### config.mk
export PLATFORM = sky130hd
export DESIGN_NAME = lccc_top
export DESIGN_NICKNAME = d
export VERILOG_FILES = /design/src/lccc_pkg.sv /design/src/lccc_conn_setup.sv /design/src/lccc_top.sv
export SDC_FILE = /design/constraint.sdc
export NUM_CORES = 1
export LEC_CHECK = 0
export BUFFER_PORTS_ARGS = -buffer_cell sky130_fd_sc_hd__clkbuf_2
export CAP_MARGIN = 15
export CORE_MARGIN = 8
export CORE_UTILIZATION = 45
export CTS_CLUSTER_SIZE = 16
export DETAILED_ROUTE_END_ITERATION = 10
export GPL_TIMING_DRIVEN = 0
export PLACE_DENSITY = 0.68
export SYNTH_ARGS = -nofsm -noshare
export SYNTH_HDL_FRONTEND = slang
export SYNTH_SLANG_ARGS = --single-unit
### constraint.sdc
create_clock -name clk -period 2.1 [get_ports clk]
set_input_delay 0.315 -clock clk [delete_from_list [all_inputs] [get_ports clk]]
set_output_delay 0.315 -clock clk [all_outputs]
set_load 0.01 [all_outputs]
### src/lccc_pkg.sv
// constants and types shared by the cipher and category configuration block
package lccc_pkg;

	// ----------------------------------------------------------------
	// register map (byte addresses, one aligned word each)
	// ----------------------------------------------------------------
	localparam int unsigned ADDR_W       = 8;
	localparam logic [7:0]  REG_CMD      = 8'h00;
	localparam logic [7:0]  REG_PARAM    = 8'h04;
	localparam logic [7:0]  REG_STATUS   = 8'h08;
	localparam logic [7:0]  REG_VALUE    = 8'h0C;
	localparam logic [7:0]  REG_AUTH     = 8'h10;
	localparam logic [7:0]  REG_EVT_STAT = 8'h14;
	localparam logic [7:0]  REG_EVT_CLR  = 8'h18;
	localparam logic [7:0]  REG_EVT_EN   = 8'h1C;
	localparam logic [7:0]  REG_CONN     = 8'h20;

	// ----------------------------------------------------------------
	// command field codes
	// ----------------------------------------------------------------
	localparam logic [15:0] OCF_RD_ENC   = 16'h0021;
	localparam logic [15:0] OCF_WR_ENC   = 16'h0022;
	localparam logic [15:0] OCF_RD_CAT   = 16'h0023;
	localparam logic [15:0] OCF_WR_CAT   = 16'h0024;

	// ----------------------------------------------------------------
	// parameter encodings and reset values
	// ----------------------------------------------------------------
	localparam logic [7:0]  ENC_OFF      = 8'h00;
	localparam logic [7:0]  ENC_P2P      = 8'h01;
	localparam logic [7:0]  ENC_BOTH     = 8'h02;
	localparam logic [7:0]  AUTH_OFF     = 8'h00;
	localparam logic [7:0]  AUTH_ON      = 8'h01;
	localparam logic [7:0]  ENC_RST      = 8'h00;
	localparam logic [7:0]  AUTH_RST     = 8'h00;
	localparam logic [23:0] CAT_RST      = 24'h00_0000;
	// highest mode the local link hardware supports
	localparam logic [7:0]  LOCAL_ENC_CAP = 8'h02;

	// ----------------------------------------------------------------
	// status codes, all but ST_UNSUP returned by commands
	// ----------------------------------------------------------------
	localparam logic [7:0]  ST_OK        = 8'h00;
	localparam logic [7:0]  ST_UNK_CMD   = 8'h01;
	localparam logic [7:0]  ST_UNSUP     = 8'h11;
	localparam logic [7:0]  ST_BAD_PARAM = 8'h12;

	// ----------------------------------------------------------------
	// event bits and bus answers
	// ----------------------------------------------------------------
	localparam int unsigned EVT_W        = 2;
	localparam int unsigned EVT_CMD_DONE = 0;
	localparam int unsigned EVT_CONN     = 1;
	localparam logic [1:0]  RESP_OKAY    = 2'b00;
	localparam logic [1:0]  RESP_SLVERR  = 2'b10;

	// outcome of one connection setup
	typedef struct packed {
		logic       encrypt;
		logic       temp_key;
		logic [7:0] mode;
	} lccc_conn_s;

	// write path sequencing
	typedef enum logic [2:0] {
		W_WAIT = 3'b001,
		W_EXEC = 3'b010,
		W_RESP = 3'b100
	} lccc_wr_state_e;

endpackage

### src/lccc_conn_setup.sv
// resolves the encryption outcome of a connection as it is set up
`timescale 1ns/1ps
module lccc_conn_setup (
	// clock and reset
	input  wire logic              clk,
	input  wire logic              nrst,
	// setup request from the link controller
	input  wire logic              setup_req,
	input  wire logic [1:0]        remote_cap,
	// stored settings
	input  wire logic [7:0]        auth_en,
	input  wire logic [7:0]        enc_mode,
	// result, held until the next setup, and a one-cycle done pulse
	output lccc_pkg::lccc_conn_s   result_ff,
	output logic                   done_ff
);

	logic [7:0]           remote_mode;
	logic [7:0]           trimmed;
	logic                 try_enc;
	lccc_pkg::lccc_conn_s nxt_result;

	// remote capability widened to a mode value for comparison
	assign remote_mode = {6'b00_0000, remote_cap};

	// never ask for more than the remote side offers
	assign trimmed = (enc_mode > remote_mode) ? remote_mode : enc_mode; // RQ9

	// encryption needs authentication as well as a nonzero mode
	assign try_enc = (auth_en == lccc_pkg::AUTH_ON) && (trimmed != lccc_pkg::ENC_OFF); // RQ4

	// result struct; broadcast encryption forces a temporary key
	assign nxt_result.encrypt  = try_enc;
	assign nxt_result.mode     = try_enc ? trimmed : lccc_pkg::ENC_OFF; // RQ9
	assign nxt_result.temp_key = try_enc && (trimmed == lccc_pkg::ENC_BOTH); // RQ6

	// settings are sampled only at setup, so later writes leave this link alone
	always_ff @(posedge clk) begin
		if (!nrst) begin
			result_ff <= '0;
			done_ff   <= 1'b0;
		end else begin
			done_ff <= setup_req;
			if (setup_req) begin
				result_ff <= nxt_result; // RQ5
			end
		end
	end

endmodule

### src/lccc_top.sv
// command handler for link encryption mode and device category code
`timescale 1ns/1ps

//
// Function
// RQ1 - read mode code 0x0021 returns status, mode
// RQ2 - write mode code 0x0022 returns status only
// RQ3 - mode 0 off default, 1 p2p, 2 both
// RQ4 - encrypt only if authentication and mode enabled
// RQ5 - new mode affects only later connections
// RQ6 - broadcast plus p2p needs temporary link key
// RQ7 - host never asks beyond local capability; the testbench host asks for reserved mode 3
// RQ8 - host avoids modes 1, 2 without support
// RQ9 - reported mode trimmed to remote capability
// RQ10 - status zero success, nonzero error code
// RQ11 - every command raises complete event unless masked; code records masked ones too, mask gates only irq
// RQ12 - read category code 0x0023 returns three bytes
// RQ13 - write category code 0x0024 stores three bytes
// RQ14 - stored category code presented to remote devices
// RQ15 - authentication byte 0 off, 1 on
// RQ16 - reserved mode write ignored, nonzero status
module lccc_top (
	// clock and reset
	input  wire logic        clk,
	input  wire logic        nrst,
	// axi4-lite write address
	input  wire logic [7:0]  s_axi_awaddr,
	input  wire logic [2:0]  s_axi_awprot,
	input  wire logic        s_axi_awvalid,
	output logic             s_axi_awready,
	// axi4-lite write data
	input  wire logic [31:0] s_axi_wdata,
	input  wire logic [3:0]  s_axi_wstrb,
	input  wire logic        s_axi_wvalid,
	output logic             s_axi_wready,
	// axi4-lite write response
	output logic [1:0]       s_axi_bresp,
	output logic             s_axi_bvalid,
	input  wire logic        s_axi_bready,
	// axi4-lite read address
	input  wire logic [7:0]  s_axi_araddr,
	input  wire logic [2:0]  s_axi_arprot,
	input  wire logic        s_axi_arvalid,
	output logic             s_axi_arready,
	// axi4-lite read data
	output logic [31:0]      s_axi_rdata,
	output logic [1:0]       s_axi_rresp,
	output logic             s_axi_rvalid,
	input  wire logic        s_axi_rready,
	// connection setup from the link controller
	input  wire logic        conn_setup_req,
	input  wire logic [1:0]  conn_remote_cap,
	output logic             conn_done,
	output logic             conn_encrypt,
	output logic [7:0]       conn_mode,
	output logic             conn_temp_key,
	// category code presented to remote devices
	output logic [23:0]      device_category_code,
	// interrupt
	output logic             irq
);

	// ----------------------------------------------------------------
	// declarations
	// ----------------------------------------------------------------
	lccc_pkg::lccc_wr_state_e wr_state_ff;
	lccc_pkg::lccc_wr_state_e nxt_wr_state;
	lccc_pkg::lccc_conn_s     conn_res;

	logic                awready_ff;
	logic                wready_ff;
	logic                bvalid_ff;
	logic [1:0]          bresp_ff;
	logic                arready_ff;
	logic                rvalid_ff;
	logic [31:0]         rdata_ff;
	logic [1:0]          rresp_ff;
	logic                aw_held_ff;
	logic                w_held_ff;
	logic [7:0]          aw_addr_ff;
	logic [31:0]         w_data_ff;
	logic [3:0]          w_strb_ff;
	logic [23:0]         param_ff;
	logic [7:0]          enc_mode_ff;
	logic [7:0]          auth_en_ff;
	logic [23:0]         category_ff;
	logic [7:0]          rsp_status_ff;
	logic [23:0]         rsp_value_ff;
	logic [lccc_pkg::EVT_W-1:0] evt_stat_ff;
	logic [lccc_pkg::EVT_W-1:0] evt_en_ff;
	logic                irq_ff;

	logic                aw_take;
	logic                w_take;
	logic                ar_take;
	logic                nxt_aw_held;
	logic                nxt_w_held;
	logic                nxt_rvalid;
	logic                wr_fire;
	logic                wr_hit;
	logic                rd_hit;
	logic                wr_cmd;
	logic                wr_param;
	logic                wr_auth;
	logic                wr_clr;
	logic                wr_en;
	logic [31:0]         rd_word;
	logic [15:0]         cmd_code;
	logic [7:0]          new_mode;
	logic                mode_reserved;
	logic [7:0]          cmd_status;
	logic [23:0]         cmd_value;
	logic                cmd_set_mode;
	logic                cmd_set_cat;
	logic [lccc_pkg::EVT_W-1:0] evt_set;
	logic [lccc_pkg::EVT_W-1:0] evt_clr;
	logic [lccc_pkg::EVT_W-1:0] nxt_evt_stat;
	logic [31:0]         param_merged;
	logic [31:0]         en_merged;

	// ----------------------------------------------------------------
	// helpers
	// ----------------------------------------------------------------
	// byte-lane merge of a write into an existing word
	function automatic logic [31:0] lane_merge(input logic [31:0] old_w, input logic [31:0] new_w,
		input logic [3:0] strb);
		logic [31:0] res;
		res = old_w;
		for (int i = 0; i < 4; i++) begin
			if (strb[i]) begin
				res[i*8 +: 8] = new_w[i*8 +: 8];
			end
		end
		return res;
	endfunction

	// true when an address names a mapped register
	function automatic logic addr_mapped(input logic [7:0] a);
		return (a <= lccc_pkg::REG_CONN) && (a[1:0] == 2'b00);
	endfunction

	// ----------------------------------------------------------------
	// write channels: address and data are caught in either order
	// ----------------------------------------------------------------
	assign aw_take     = s_axi_awvalid & awready_ff;
	assign w_take      = s_axi_wvalid & wready_ff;
	assign wr_fire     = (wr_state_ff == lccc_pkg::W_EXEC);
	assign nxt_aw_held = (aw_held_ff | aw_take) & ~wr_fire;
	assign nxt_w_held  = (w_held_ff | w_take) & ~wr_fire;

	// write sequencing: collect both halves, act once, then answer
	always_comb begin
		nxt_wr_state = wr_state_ff;
		case (wr_state_ff)
			lccc_pkg::W_WAIT: begin
				if (nxt_aw_held && nxt_w_held) begin
					nxt_wr_state = lccc_pkg::W_EXEC;
				end
			end
			lccc_pkg::W_EXEC: nxt_wr_state = lccc_pkg::W_RESP;
			lccc_pkg::W_RESP: begin
				if (s_axi_bready) begin
					nxt_wr_state = lccc_pkg::W_WAIT;
				end
			end
			default: nxt_wr_state = lccc_pkg::W_WAIT;
		endcase
	end

	// write channel handshake registers
	always_ff @(posedge clk) begin
		if (!nrst) begin
			wr_state_ff <= lccc_pkg::W_WAIT;
			aw_held_ff  <= 1'b0;
			w_held_ff   <= 1'b0;
			awready_ff  <= 1'b0;
			wready_ff   <= 1'b0;
			bvalid_ff   <= 1'b0;
			bresp_ff    <= lccc_pkg::RESP_OKAY;
		end else begin
			wr_state_ff <= nxt_wr_state;
			aw_held_ff  <= nxt_aw_held;
			w_held_ff   <= nxt_w_held;
			awready_ff  <= ~nxt_aw_held & (nxt_wr_state == lccc_pkg::W_WAIT);
			wready_ff   <= ~nxt_w_held & (nxt_wr_state == lccc_pkg::W_WAIT);
			bvalid_ff   <= (nxt_wr_state == lccc_pkg::W_RESP);
			if (wr_fire) begin
				bresp_ff <= wr_hit ? lccc_pkg::RESP_OKAY : lccc_pkg::RESP_SLVERR;
			end
		end
	end

	// payload capture, no reset needed past the held flags
	always_ff @(posedge clk) begin
		if (aw_take) begin
			aw_addr_ff <= s_axi_awaddr;
		end
		if (w_take) begin
			w_data_ff <= s_axi_wdata;
			w_strb_ff <= s_axi_wstrb;
		end
	end

	// ----------------------------------------------------------------
	// write decode
	// ----------------------------------------------------------------
	assign wr_hit       = addr_mapped(aw_addr_ff);
	assign wr_cmd       = wr_fire && (aw_addr_ff == lccc_pkg::REG_CMD);
	assign wr_param     = wr_fire && (aw_addr_ff == lccc_pkg::REG_PARAM);
	assign wr_auth      = wr_fire && (aw_addr_ff == lccc_pkg::REG_AUTH) && w_strb_ff[0];
	assign wr_clr       = wr_fire && (aw_addr_ff == lccc_pkg::REG_EVT_CLR);
	assign wr_en        = wr_fire && (aw_addr_ff == lccc_pkg::REG_EVT_EN);
	assign param_merged = lane_merge({8'h00, param_ff}, w_data_ff, w_strb_ff);
	assign en_merged    = lane_merge({30'h0000_0000, evt_en_ff}, w_data_ff, w_strb_ff);

	// ----------------------------------------------------------------
	// command execution: the argument sits in the parameter register before the code lands
	// ----------------------------------------------------------------
	assign cmd_code      = w_data_ff[15:0];
	assign new_mode      = param_ff[7:0];
	assign mode_reserved = (new_mode > lccc_pkg::ENC_BOTH); // RQ3

	// outcome of one command; local capability spans every defined mode, so only reserved mode codes and unknown command codes fail
	always_comb begin
		cmd_status   = lccc_pkg::ST_OK; // RQ10
		cmd_value    = 24'h00_0000;
		cmd_set_mode = 1'b0;
		cmd_set_cat  = 1'b0;
		case (cmd_code)
			lccc_pkg::OCF_RD_ENC: cmd_value = {16'h0000, enc_mode_ff}; // RQ1
			lccc_pkg::OCF_WR_ENC: begin
				if (mode_reserved) begin
					cmd_status = lccc_pkg::ST_BAD_PARAM; // RQ16
				end else begin
					cmd_set_mode = 1'b1; // RQ2
				end
			end
			lccc_pkg::OCF_RD_CAT: cmd_value = category_ff; // RQ12
			lccc_pkg::OCF_WR_CAT: cmd_set_cat = 1'b1; // RQ13
			default: cmd_status = lccc_pkg::ST_UNK_CMD; // RQ10
		endcase
	end

	// stored settings and the answer of the last command
	always_ff @(posedge clk) begin
		if (!nrst) begin
			param_ff      <= 24'h00_0000;
			enc_mode_ff   <= lccc_pkg::ENC_RST; // RQ3
			auth_en_ff    <= lccc_pkg::AUTH_RST; // RQ15
			category_ff   <= lccc_pkg::CAT_RST;
			rsp_status_ff <= lccc_pkg::ST_OK;
			rsp_value_ff  <= 24'h00_0000;
		end else begin
			if (wr_param) begin
				param_ff <= param_merged[23:0];
			end
			if (wr_auth && (w_data_ff[7:0] <= lccc_pkg::AUTH_ON)) begin
				auth_en_ff <= w_data_ff[7:0]; // RQ15
			end
			if (wr_cmd) begin
				rsp_status_ff <= cmd_status;
				rsp_value_ff  <= cmd_value;
				if (cmd_set_mode) begin
					enc_mode_ff <= new_mode; // RQ2
				end
				if (cmd_set_cat) begin
					category_ff <= param_ff; // RQ13
				end
			end
		end
	end

	// ----------------------------------------------------------------
	// events and interrupt
	// ----------------------------------------------------------------
	// every command completes, failed ones included
	assign evt_set[lccc_pkg::EVT_CMD_DONE] = wr_cmd; // RQ11
	assign evt_set[lccc_pkg::EVT_CONN]     = conn_done;
	assign evt_clr      = wr_clr ? w_data_ff[lccc_pkg::EVT_W-1:0] : '0;
	// set beats clear so an event landing on a clear is kept
	assign nxt_evt_stat = (evt_stat_ff & ~evt_clr) | evt_set;

	// sticky status, enable mask and the level interrupt
	always_ff @(posedge clk) begin
		if (!nrst) begin
			evt_stat_ff <= '0;
			evt_en_ff   <= '0;
			irq_ff      <= 1'b0;
		end else begin
			evt_stat_ff <= nxt_evt_stat;
			if (wr_en) begin
				evt_en_ff <= en_merged[lccc_pkg::EVT_W-1:0];
			end
			irq_ff <= |(nxt_evt_stat & (wr_en ? en_merged[lccc_pkg::EVT_W-1:0] : evt_en_ff)); // RQ11
		end
	end

	// ----------------------------------------------------------------
	// read channel: one outstanding read, answered the cycle after
	// ----------------------------------------------------------------
	assign ar_take    = s_axi_arvalid & arready_ff;
	assign nxt_rvalid = ar_take | (rvalid_ff & ~s_axi_rready);
	assign rd_hit     = addr_mapped(s_axi_araddr);

	// read decode; the clear register and command register read as zero
	always_comb begin
		rd_word = 32'h0000_0000;
		case (s_axi_araddr)
			lccc_pkg::REG_PARAM:    rd_word = {8'h00, param_ff};
			lccc_pkg::REG_STATUS:   rd_word = {24'h00_0000, rsp_status_ff};
			lccc_pkg::REG_VALUE:    rd_word = {8'h00, rsp_value_ff};
			lccc_pkg::REG_AUTH:     rd_word = {24'h00_0000, auth_en_ff};
			lccc_pkg::REG_EVT_STAT: rd_word = {30'h0000_0000, evt_stat_ff};
			lccc_pkg::REG_EVT_EN:   rd_word = {30'h0000_0000, evt_en_ff};
			lccc_pkg::REG_CONN:     rd_word = {22'h00_0000, conn_res.temp_key, conn_res.encrypt, conn_res.mode};
			default:                rd_word = 32'h0000_0000;
		endcase
	end

	// read handshake and data registers
	always_ff @(posedge clk) begin
		if (!nrst) begin
			arready_ff <= 1'b0;
			rvalid_ff  <= 1'b0;
			rdata_ff   <= 32'h0000_0000;
			rresp_ff   <= lccc_pkg::RESP_OKAY;
		end else begin
			arready_ff <= ~nxt_rvalid;
			rvalid_ff  <= nxt_rvalid;
			if (ar_take) begin
				rdata_ff <= rd_word;
				rresp_ff <= rd_hit ? lccc_pkg::RESP_OKAY : lccc_pkg::RESP_SLVERR;
			end
		end
	end

	// ----------------------------------------------------------------
	// connection setup
	// ----------------------------------------------------------------
	lccc_conn_setup u_conn (
		.clk        (clk),
		.nrst       (nrst),
		.setup_req  (conn_setup_req),
		.remote_cap (conn_remote_cap),
		.auth_en    (auth_en_ff),
		.enc_mode   (enc_mode_ff),
		.result_ff  (conn_res),
		.done_ff    (conn_done)
	);

	// ----------------------------------------------------------------
	// outputs, all from flip-flops
	// ----------------------------------------------------------------
	assign s_axi_awready        = awready_ff;
	assign s_axi_wready         = wready_ff;
	assign s_axi_bvalid         = bvalid_ff;
	assign s_axi_bresp          = bresp_ff;
	assign s_axi_arready        = arready_ff;
	assign s_axi_rvalid         = rvalid_ff;
	assign s_axi_rdata          = rdata_ff;
	assign s_axi_rresp          = rresp_ff;
	assign conn_encrypt         = conn_res.encrypt;
	assign conn_mode            = conn_res.mode;
	assign conn_temp_key        = conn_res.temp_key;
	assign device_category_code = category_ff; // RQ14
	assign irq                  = irq_ff;

endmodule

==> impl_metrics.csv, run 1 <==
group,metric,value,unit
die,rows,46,
clock_tree,cts_buffers,17,
worst_setup_path,crit_cells,7,
synthesis,synth_area_leaders,"dfxtp_1 40%, edfxtp_1 15%, nand2_1 5.3%",
timing,drv_slew,0,
placed_design,dp_hpwl,13200,µm
timing,fin_setup_tns,-505,ps
die,dieWidth,142,µm
die,core_area,0.0157,mm²
status,violations,"negative setup slack",
timing,setup_ws,-32.2,ps
timing,clock.fmax,469,MHz
global_route,grt_pass1_wl,28200,µm
worst_setup_path,critPathArrivalTime,2420,ps
synthesis,yosys.area.top_type,"dfxtp_1",
timing,period_share,1.02,
worst_setup_path,max_stage_delay,620,ps
worst_setup_path,rrSetupSlack,-30,ps
die,num_io_pins,145,
finish,diodes,0,
worst_setup_path,startpoint,"w_data_ff[3]",
timing,holdWs,51.2,ps
global_route,track_usage,0.178,
worst_setup_path,path_cells,"nor4_4, buf_4, nand4_4, or4_4, buf_4, nand2_1, a21oi_1",
detailed_routing,num_vias,5489,
power_and_ir_drop,vdd.ir_drop.worst,0.717,mV
synthesis,ys_seq_area_frac,0.547,
synthesis,syn_inst,707,
worst_setup_path,crit_required,2390,ps
global_route,antenna_found_initial,0,
detailed_routing,firstDrtPassIters,4,
status,status,"finished with violations",
clock_tree,cts_root_buffer,"clkbuf_16",
global_route,grt_pass1_vias,5358,
worst_setup_path,cp-start-kind,"flop",
synthesis,syn_avg_cell_area,10.1,µm²
finish,fin_nets,934,
detailed_routing,viasPerCell,5.02,
timing,worstMarginPinSlew,719,ps
worst_setup_path,slowest_stage,"or4_4",
worst_setup_path,path_class,"reg -> reg",
synthesis,syn_area,0.00712,mm²
timing,rsz0062_at_grt,"true",
global_route,grt_max_degree,18,
worst_setup_path,cp-endpoint,"device_category_code[0]",
timing,hold_violations,0,
clock_tree,insertion_delay,430,ps
detailed_routing,ant_nets,0,
clock_tree,cts_hold_buf,0,
timing,period_needed,2130,ps
detailed_routing,drt-initial-drc-count,258,
worst_setup_path,cp_max_fo,5,
placed_design,place.gp.congestion,0.789,
timing,finClkSkew,13.1,ps
placed_design,port_buffers,118,
worst_setup_path,crit_path_end_kind,"flop",
worst_setup_path,r2r-end,"device_category_code[0]",
hold_path,hp-class,"in -> reg",
synthesis,synth_top_cell_area_share,0.399,
run,max_cap_viol_count,0,
timing,relSlewSlack,0.521,
finish,syn2layout_area_growth,22.7,%
placed_design,dpl_cell_area,0.00804,mm²
detailed_routing,post-route-drc-count,0,
clock_tree,htree_levels,4,
detailed_routing,finalWirelength,17600,µm
worst_setup_path,r2r_start,"w_data_ff[3]",
global_route,globalRouteOverflowTotal,0,
die,fp.dieH,142,µm
clock_tree,clk_path_buf_depth,2,
detailed_routing,wl_per_cell,16.1,µm
timing,setup_viol,22,
synthesis,yosys_warnings,0,
power_and_ir_drop,cellLeakagePower,3.34,nW
worst_setup_path,ff2ff_path_depth,7,
clock_tree,cts_tree,"yes",
clock_tree,clk_pin_slew,70,ps
worst_setup_path,cp_top_family,"simple AND/OR/NAND/NOR gates",
finish,fin_area,0.00874,mm²
clock_tree,cts.sinks,177,
worst_setup_path,cp.buffers_inverters,2,
die,start_util,0.455,
synthesis,ys_seq_elements,177,
worst_setup_path,cp_common_cell,"buf_4",
finish,drive_gt1_frac,0.288,
synthesis,ys_types,56,
power_and_ir_drop,cellPowerDensity,791,mW/mm²
die,dieArea,0.0201,mm²
[per-stage QoR]
stage / utilization / worst slack (ps) / cells / power [mW]
2_1_floorplan: - / 92.3 / 716 / 3.79
3_3_place_gp: 0.512 / -230 / 1050 / 3.91
3_5_place_dp: 0.514 / -284 / 1051 / 3.92
4_1_cts: 0.555 / 29.7 / 1088 / 6.96
5_1_grt: 0.558 / -114 / 1093 / 7.14
6_report: 0.558 / -32.2 / 1093 / 6.91
[registers in the layout, indices dropped and copies added (netlist names), 3 cells and up]
register,count
u_conn.result_ff,10
auth_en_ff,8
w_strb_ff,3
s_axi_rdata,24
w_data_ff,24
param_ff,24
wr_state_ff,3
device_category_code,24
enc_mode_ff,8
rsp_value_ff,24
aw_addr_ff,8
[timing repair]
| action | CTS | global route |
|---|---|---|
| endpoints found under the setup margin | 46 | 50 |
| gates resized for setup | 5 | 7 |
| setup buffers | 6 | 5 |
| pin swaps | 5 | 4 |
[layer usage]
layer / up-vias / GRT usage / part of all wire
met5: - / 0 / 0
met1: 2515 / 0.243 / 0.49
met3: 18 / 0.0507 / 0.069
met2: 160 / 0.264 / 0.43
met4: 0 / 0.0571 / 0.012
li1: 2796 / - / -
[logic make-up (layout without fill, tap and decap cells)]
logic type | after synthesis | in the layout | synth area share
AO/OA/AOI/OAI | 145 | 145 | 0.136
XOR/XNOR | 1 | 1 | 0.00123
adder cells (fa/ha/maj) | 2 | 2 | 0.00351
buffers and inverters | 60 | 221 | 0.0429
flip-flops | 177 | 177 | 0.547
multiplexers | 39 | 39 | 0.0582
other | 1 | 10 | 0.000527
AND/OR/NAND/NOR | 282 | 282 | 0.211
[layout by cell type (no fill, tap or decap), types with 4 or more instances in the layout]
master	synthesis	routed
a21oi_2	20	20
nand4_1	4	4
nor4b_1	4	4
and3_1	7	7
o22a_1	7	7
a22oi_1	7	7
o21ai_1	15	15
a22o_1	18	18
and2_1	31	31
nor2b_1	5	5
nand2_1	100	100
nor3_1	12	12
conb_1	1	10
nor4_1	4	4
nand2_2	20	20
mux2_2	19	19
buf_2	10	8
nor4_4	3	5
buf_4	10	21
o21ai_0	9	9
inv_1	5	5
nor2_1	29	28
edfxtp_1	35	35
buf_1	4	4
clkbuf_16	0	17
clkbuf_1	26	27
clkinvlp_4	0	5
dfxtp_1	142	142
nand3_1	44	44
clkbuf_2	0	118
a21oi_1	51	51
mux2i_1	20	20
[cell usage after synthesis, drive strengths merged]
| library cell | instances |
|---|---|
| dfxtp | 142 |
| nand2 | 120 |
| a21oi | 71 |
| nand3 | 45 |
| edfxtp | 35 |
| and2 | 31 |
| nor2 | 29 |
| buf | 28 |
| clkbuf | 26 |
| o21ai | 24 |
| mux2i | 20 |
| mux2 | 19 |
| a22o | 18 |
| nor3 | 12 |
| nor4 | 9 |
| a22oi | 7 |
| and3 | 7 |
| o22a | 7 |
| inv | 5 |
| nand4 | 5 |
| nor2b | 5 |
| nor4b | 5 |
| a2bb2oi | 3 |
| a31oi | 3 |
| a32oi | 3 |
| nand2b | 3 |
| nor3b | 3 |
| o21bai | 3 |
| or4 | 3 |
| ha | 2 |
| nor4bb | 2 |
| a2111o | 1 |
| a211o | 1 |
| a211oi | 1 |
| and4b | 1 |
| clkinv | 1 |
| conb | 1 |
| o211ai | 1 |
| o21ba | 1 |
| o31ai | 1 |
| or3 | 1 |
| or4b | 1 |
| xor2 | 1 |
[power by group]
part / internal [mW] / switching (mW)
sequential: 3.52 / 0.0328
combinational: 0.114 / 0.193
clock: 1.74 / 1.32
total: 5.37 / 1.54
[how the worst min path moves through the flow]
stage / cells past startpoint / from / end
floorplan: 1 / aw_held_ff / s_axi_awready
global placement: 1 / aw_held_ff / s_axi_awready
detailed placement: 1 / aw_held_ff / s_axi_awready
CTS: 1 / s_axi_wdata[1] / w_data_ff[1]
global route: 1 / s_axi_wdata[1] / w_data_ff[1]
finish: 1 / s_axi_wdata[1] / w_data_ff[1]
[cell type report]
type	instances	area [µm²]
Clock inverter	14	141
Tap cell	216	270
Buffer	53	293
Timing Repair Buffer	130	701
Fill cell	1437	6910
Inverter	6	22.5
Clock buffer	18	429
Multi-Input combinational cell	479	2990
Sequential cell	177	3890
[worst reg2reg max path, cell delays in order (launching register included)]
cell and delay, ps:
edfxtp_1 440, nor4_4 290, buf_4 180, nand4_4 150, or4_4 630, buf_4 180
nand2_1 70, a21oi_1 60
Power figures use the tool's default switching activity.
==> run 2: changes to the inputs <==
Settings changed: TNS_END_PERCENT from default to 5.
==> run 2 against run 1 <==
  * The flow still finishes with violations (negative setup slack)
  * Design area is essentially flat
  * Highest routed layer unchanged
  * Clock power about the same
  * Worst setup slack worse by 5.7 ps
  * Flip-flop and latch count stayed put
  * Critical endpoint is now device_category_code[13]
  * Combinational power about the same
==> impl_metrics.csv, run 2 (synthesis gave the netlist of run 1 again) <==
group,metric,value,unit
power_and_ir_drop,p_total,6.92,mW
hold_path,hp-class,"in -> reg",
clock_tree,insertion_delay,430,ps
worst_setup_path,path_cells,"nor4_4, buf_4, nand4_4, or4_4, buf_12, nand2_2, a21oi_2",
timing,drv_slew,0,
hold_path,hp-start,"s_axi_wdata[1]",
worst_setup_path,cp-start-kind,"flop",
worst_setup_path,critPathArrivalTime,2420,ps
global_route,antenna_found_initial,0,
run,max_cap_viol_count,0,
worst_setup_path,r2r-end,"device_category_code[13]",
timing,hold_violations,0,
placed_design,port_buffers,118,
timing,finClkSkew,13.4,ps
detailed_routing,num_vias,5525,
die,rows,46,
finish,drive_gt1_frac,0.288,
worst_setup_path,cp_top_family,"simple AND/OR/NAND/NOR gates",
placed_design,dpl.cell_count,1051,
power_and_ir_drop,cellPowerDensity,791,mW/mm²
detailed_routing,ant_nets,0,
clock_tree,cts.sinks,177,
die,start_util,0.455,
placed_design,dp_hpwl,13200,µm
global_route,grt_max_degree,18,
die,num_io_pins,145,
detailed_routing,firstDrtPassIters,5,
clock_tree,clk_pin_slew,70,ps
worst_setup_path,r2r_start,"w_data_ff[3]",
detailed_routing,drt-initial-drc-count,277,
finish,mostFrequentLayoutCells,"142 x dfxtp_1, 118 x clkbuf_2, 100 x nand2_1",
worst_setup_path,ff2ff_path_depth,7,
finish,final_common_cell,"dfxtp_1",
clock_tree,cts_root_buffer,"clkbuf_16",
timing,fin_setup_tns,-677,ps
worst_setup_path,rrSetupSlack,-40,ps
timing,period_share,1.02,
hold_path,hold_depth,1,
worst_setup_path,slowest_stage,"or4_4",
status,violations,"negative setup slack",
detailed_routing,finalWirelength,17600,µm
power_and_ir_drop,vdd.ir_drop.worst,0.718,mV
worst_setup_path,path_class,"reg -> reg",
worst_setup_path,crit_required,2380,ps
die,fp.dieH,142,µm
worst_setup_path,cp.buffers_inverters,2,
global_route,grt_pass1_wl,28200,µm
worst_setup_path,max_stage_delay,630,ps
detailed_routing,viasPerCell,5.05,
clock_tree,htree_levels,4,
finish,syn2layout_area_growth,22.7,%
die,dieArea,0.0201,mm²
worst_setup_path,crit_path_end_kind,"flop",
power_and_ir_drop,cellLeakagePower,3.34,nW
timing,rsz0062_at_grt,"true",
hold_path,hold_end,"w_data_ff[1]",
clock_tree,cts_hold_buf,0,
timing,relSlewSlack,0.523,
status,status,"finished with violations",
timing,setup_viol,24,
detailed_routing,post-route-drc-count,0,
detailed_routing,wl_per_cell,16.1,µm
clock_tree,cts_buffers,17,
die,core_area,0.0157,mm²
timing,setup_ws,-37.9,ps
finish,fin_cells,1093,
placed_design,place.gp.congestion,0.789,
die,dieWidth,142,µm
worst_setup_path,cp_max_fo,10,
finish,diodes,0,
clock_tree,cts_tree,"yes",
clock_tree,clk_path_buf_depth,2,
timing,period_needed,2140,ps
placed_design,pre_cts_slack,-284,ps
global_route,globalRouteOverflowTotal,0,
global_route,grt_pass1_vias,5367,
finish,fin_nets,934,
timing,worstMarginPinSlew,715,ps
global_route,track_usage,0.178,
timing,clock.fmax,468,MHz
-- run 2: repair_timing --
item                       in CTS  in global routing
setup buffers                   6                  5
resized for setup               7                  3
pin swaps                       5                  3
setup endpoints to repair      46                 50
-- run 2: worst max-delay path by stage --
stage                              from                       end  slack, ps  depth (start not counted)
after floorplan           aw_addr_ff[1]  device_category_code[10]         90                          7
after global placement     w_data_ff[3]   device_category_code[5]       -230                          7
after detailed placement   w_data_ff[3]   device_category_code[3]       -280                          7
after CTS                 aw_addr_ff[6]  device_category_code[22]        0.9                          7
after global routing       w_data_ff[3]  device_category_code[17]       -120                          7
final                      w_data_ff[3]  device_category_code[13]        -40                          7
-- run 2: report_power, final --
group	switching, mW	leakage [nW]	internal, mW
registers	0.0328	1.47	3.52
logic	0.193	1.61	0.114
clock network	1.32	0.263	1.74
total	1.54	3.34	5.37
-- run 2: area by class of cell --
class	count	area (µm²)
fill	1439	6920
sequential	177	3890
inverter	6	22.5
multi-input combinational	479	2990
timing repair buffer	130	701
tap	216	270
clock inverter	14	141
clock buffer	18	429
buffer	53	292
-- run 2: routing by layer --
metal / vias to the layer above / track usage / wire, µm
li1: 2799 / - / -
met1: 2544 / 0.243 / 8560
met2: 166 / 0.265 / 7640
met3: 16 / 0.0507 / 1210
met4: 0 / 0.0571 / 219
met5: - / 0 / 0
-- run 2: metrics by stage --
step           cell area [µm²]  hold WS, ps   util
2_1_floorplan             7160          402      -
3_3_place_gp              8020          415  0.512
3_5_place_dp              8040          418  0.514
4_1_cts                   8700         43.4  0.556
5_1_grt                   8740         42.8  0.558
6_report                  8740         51.6  0.558
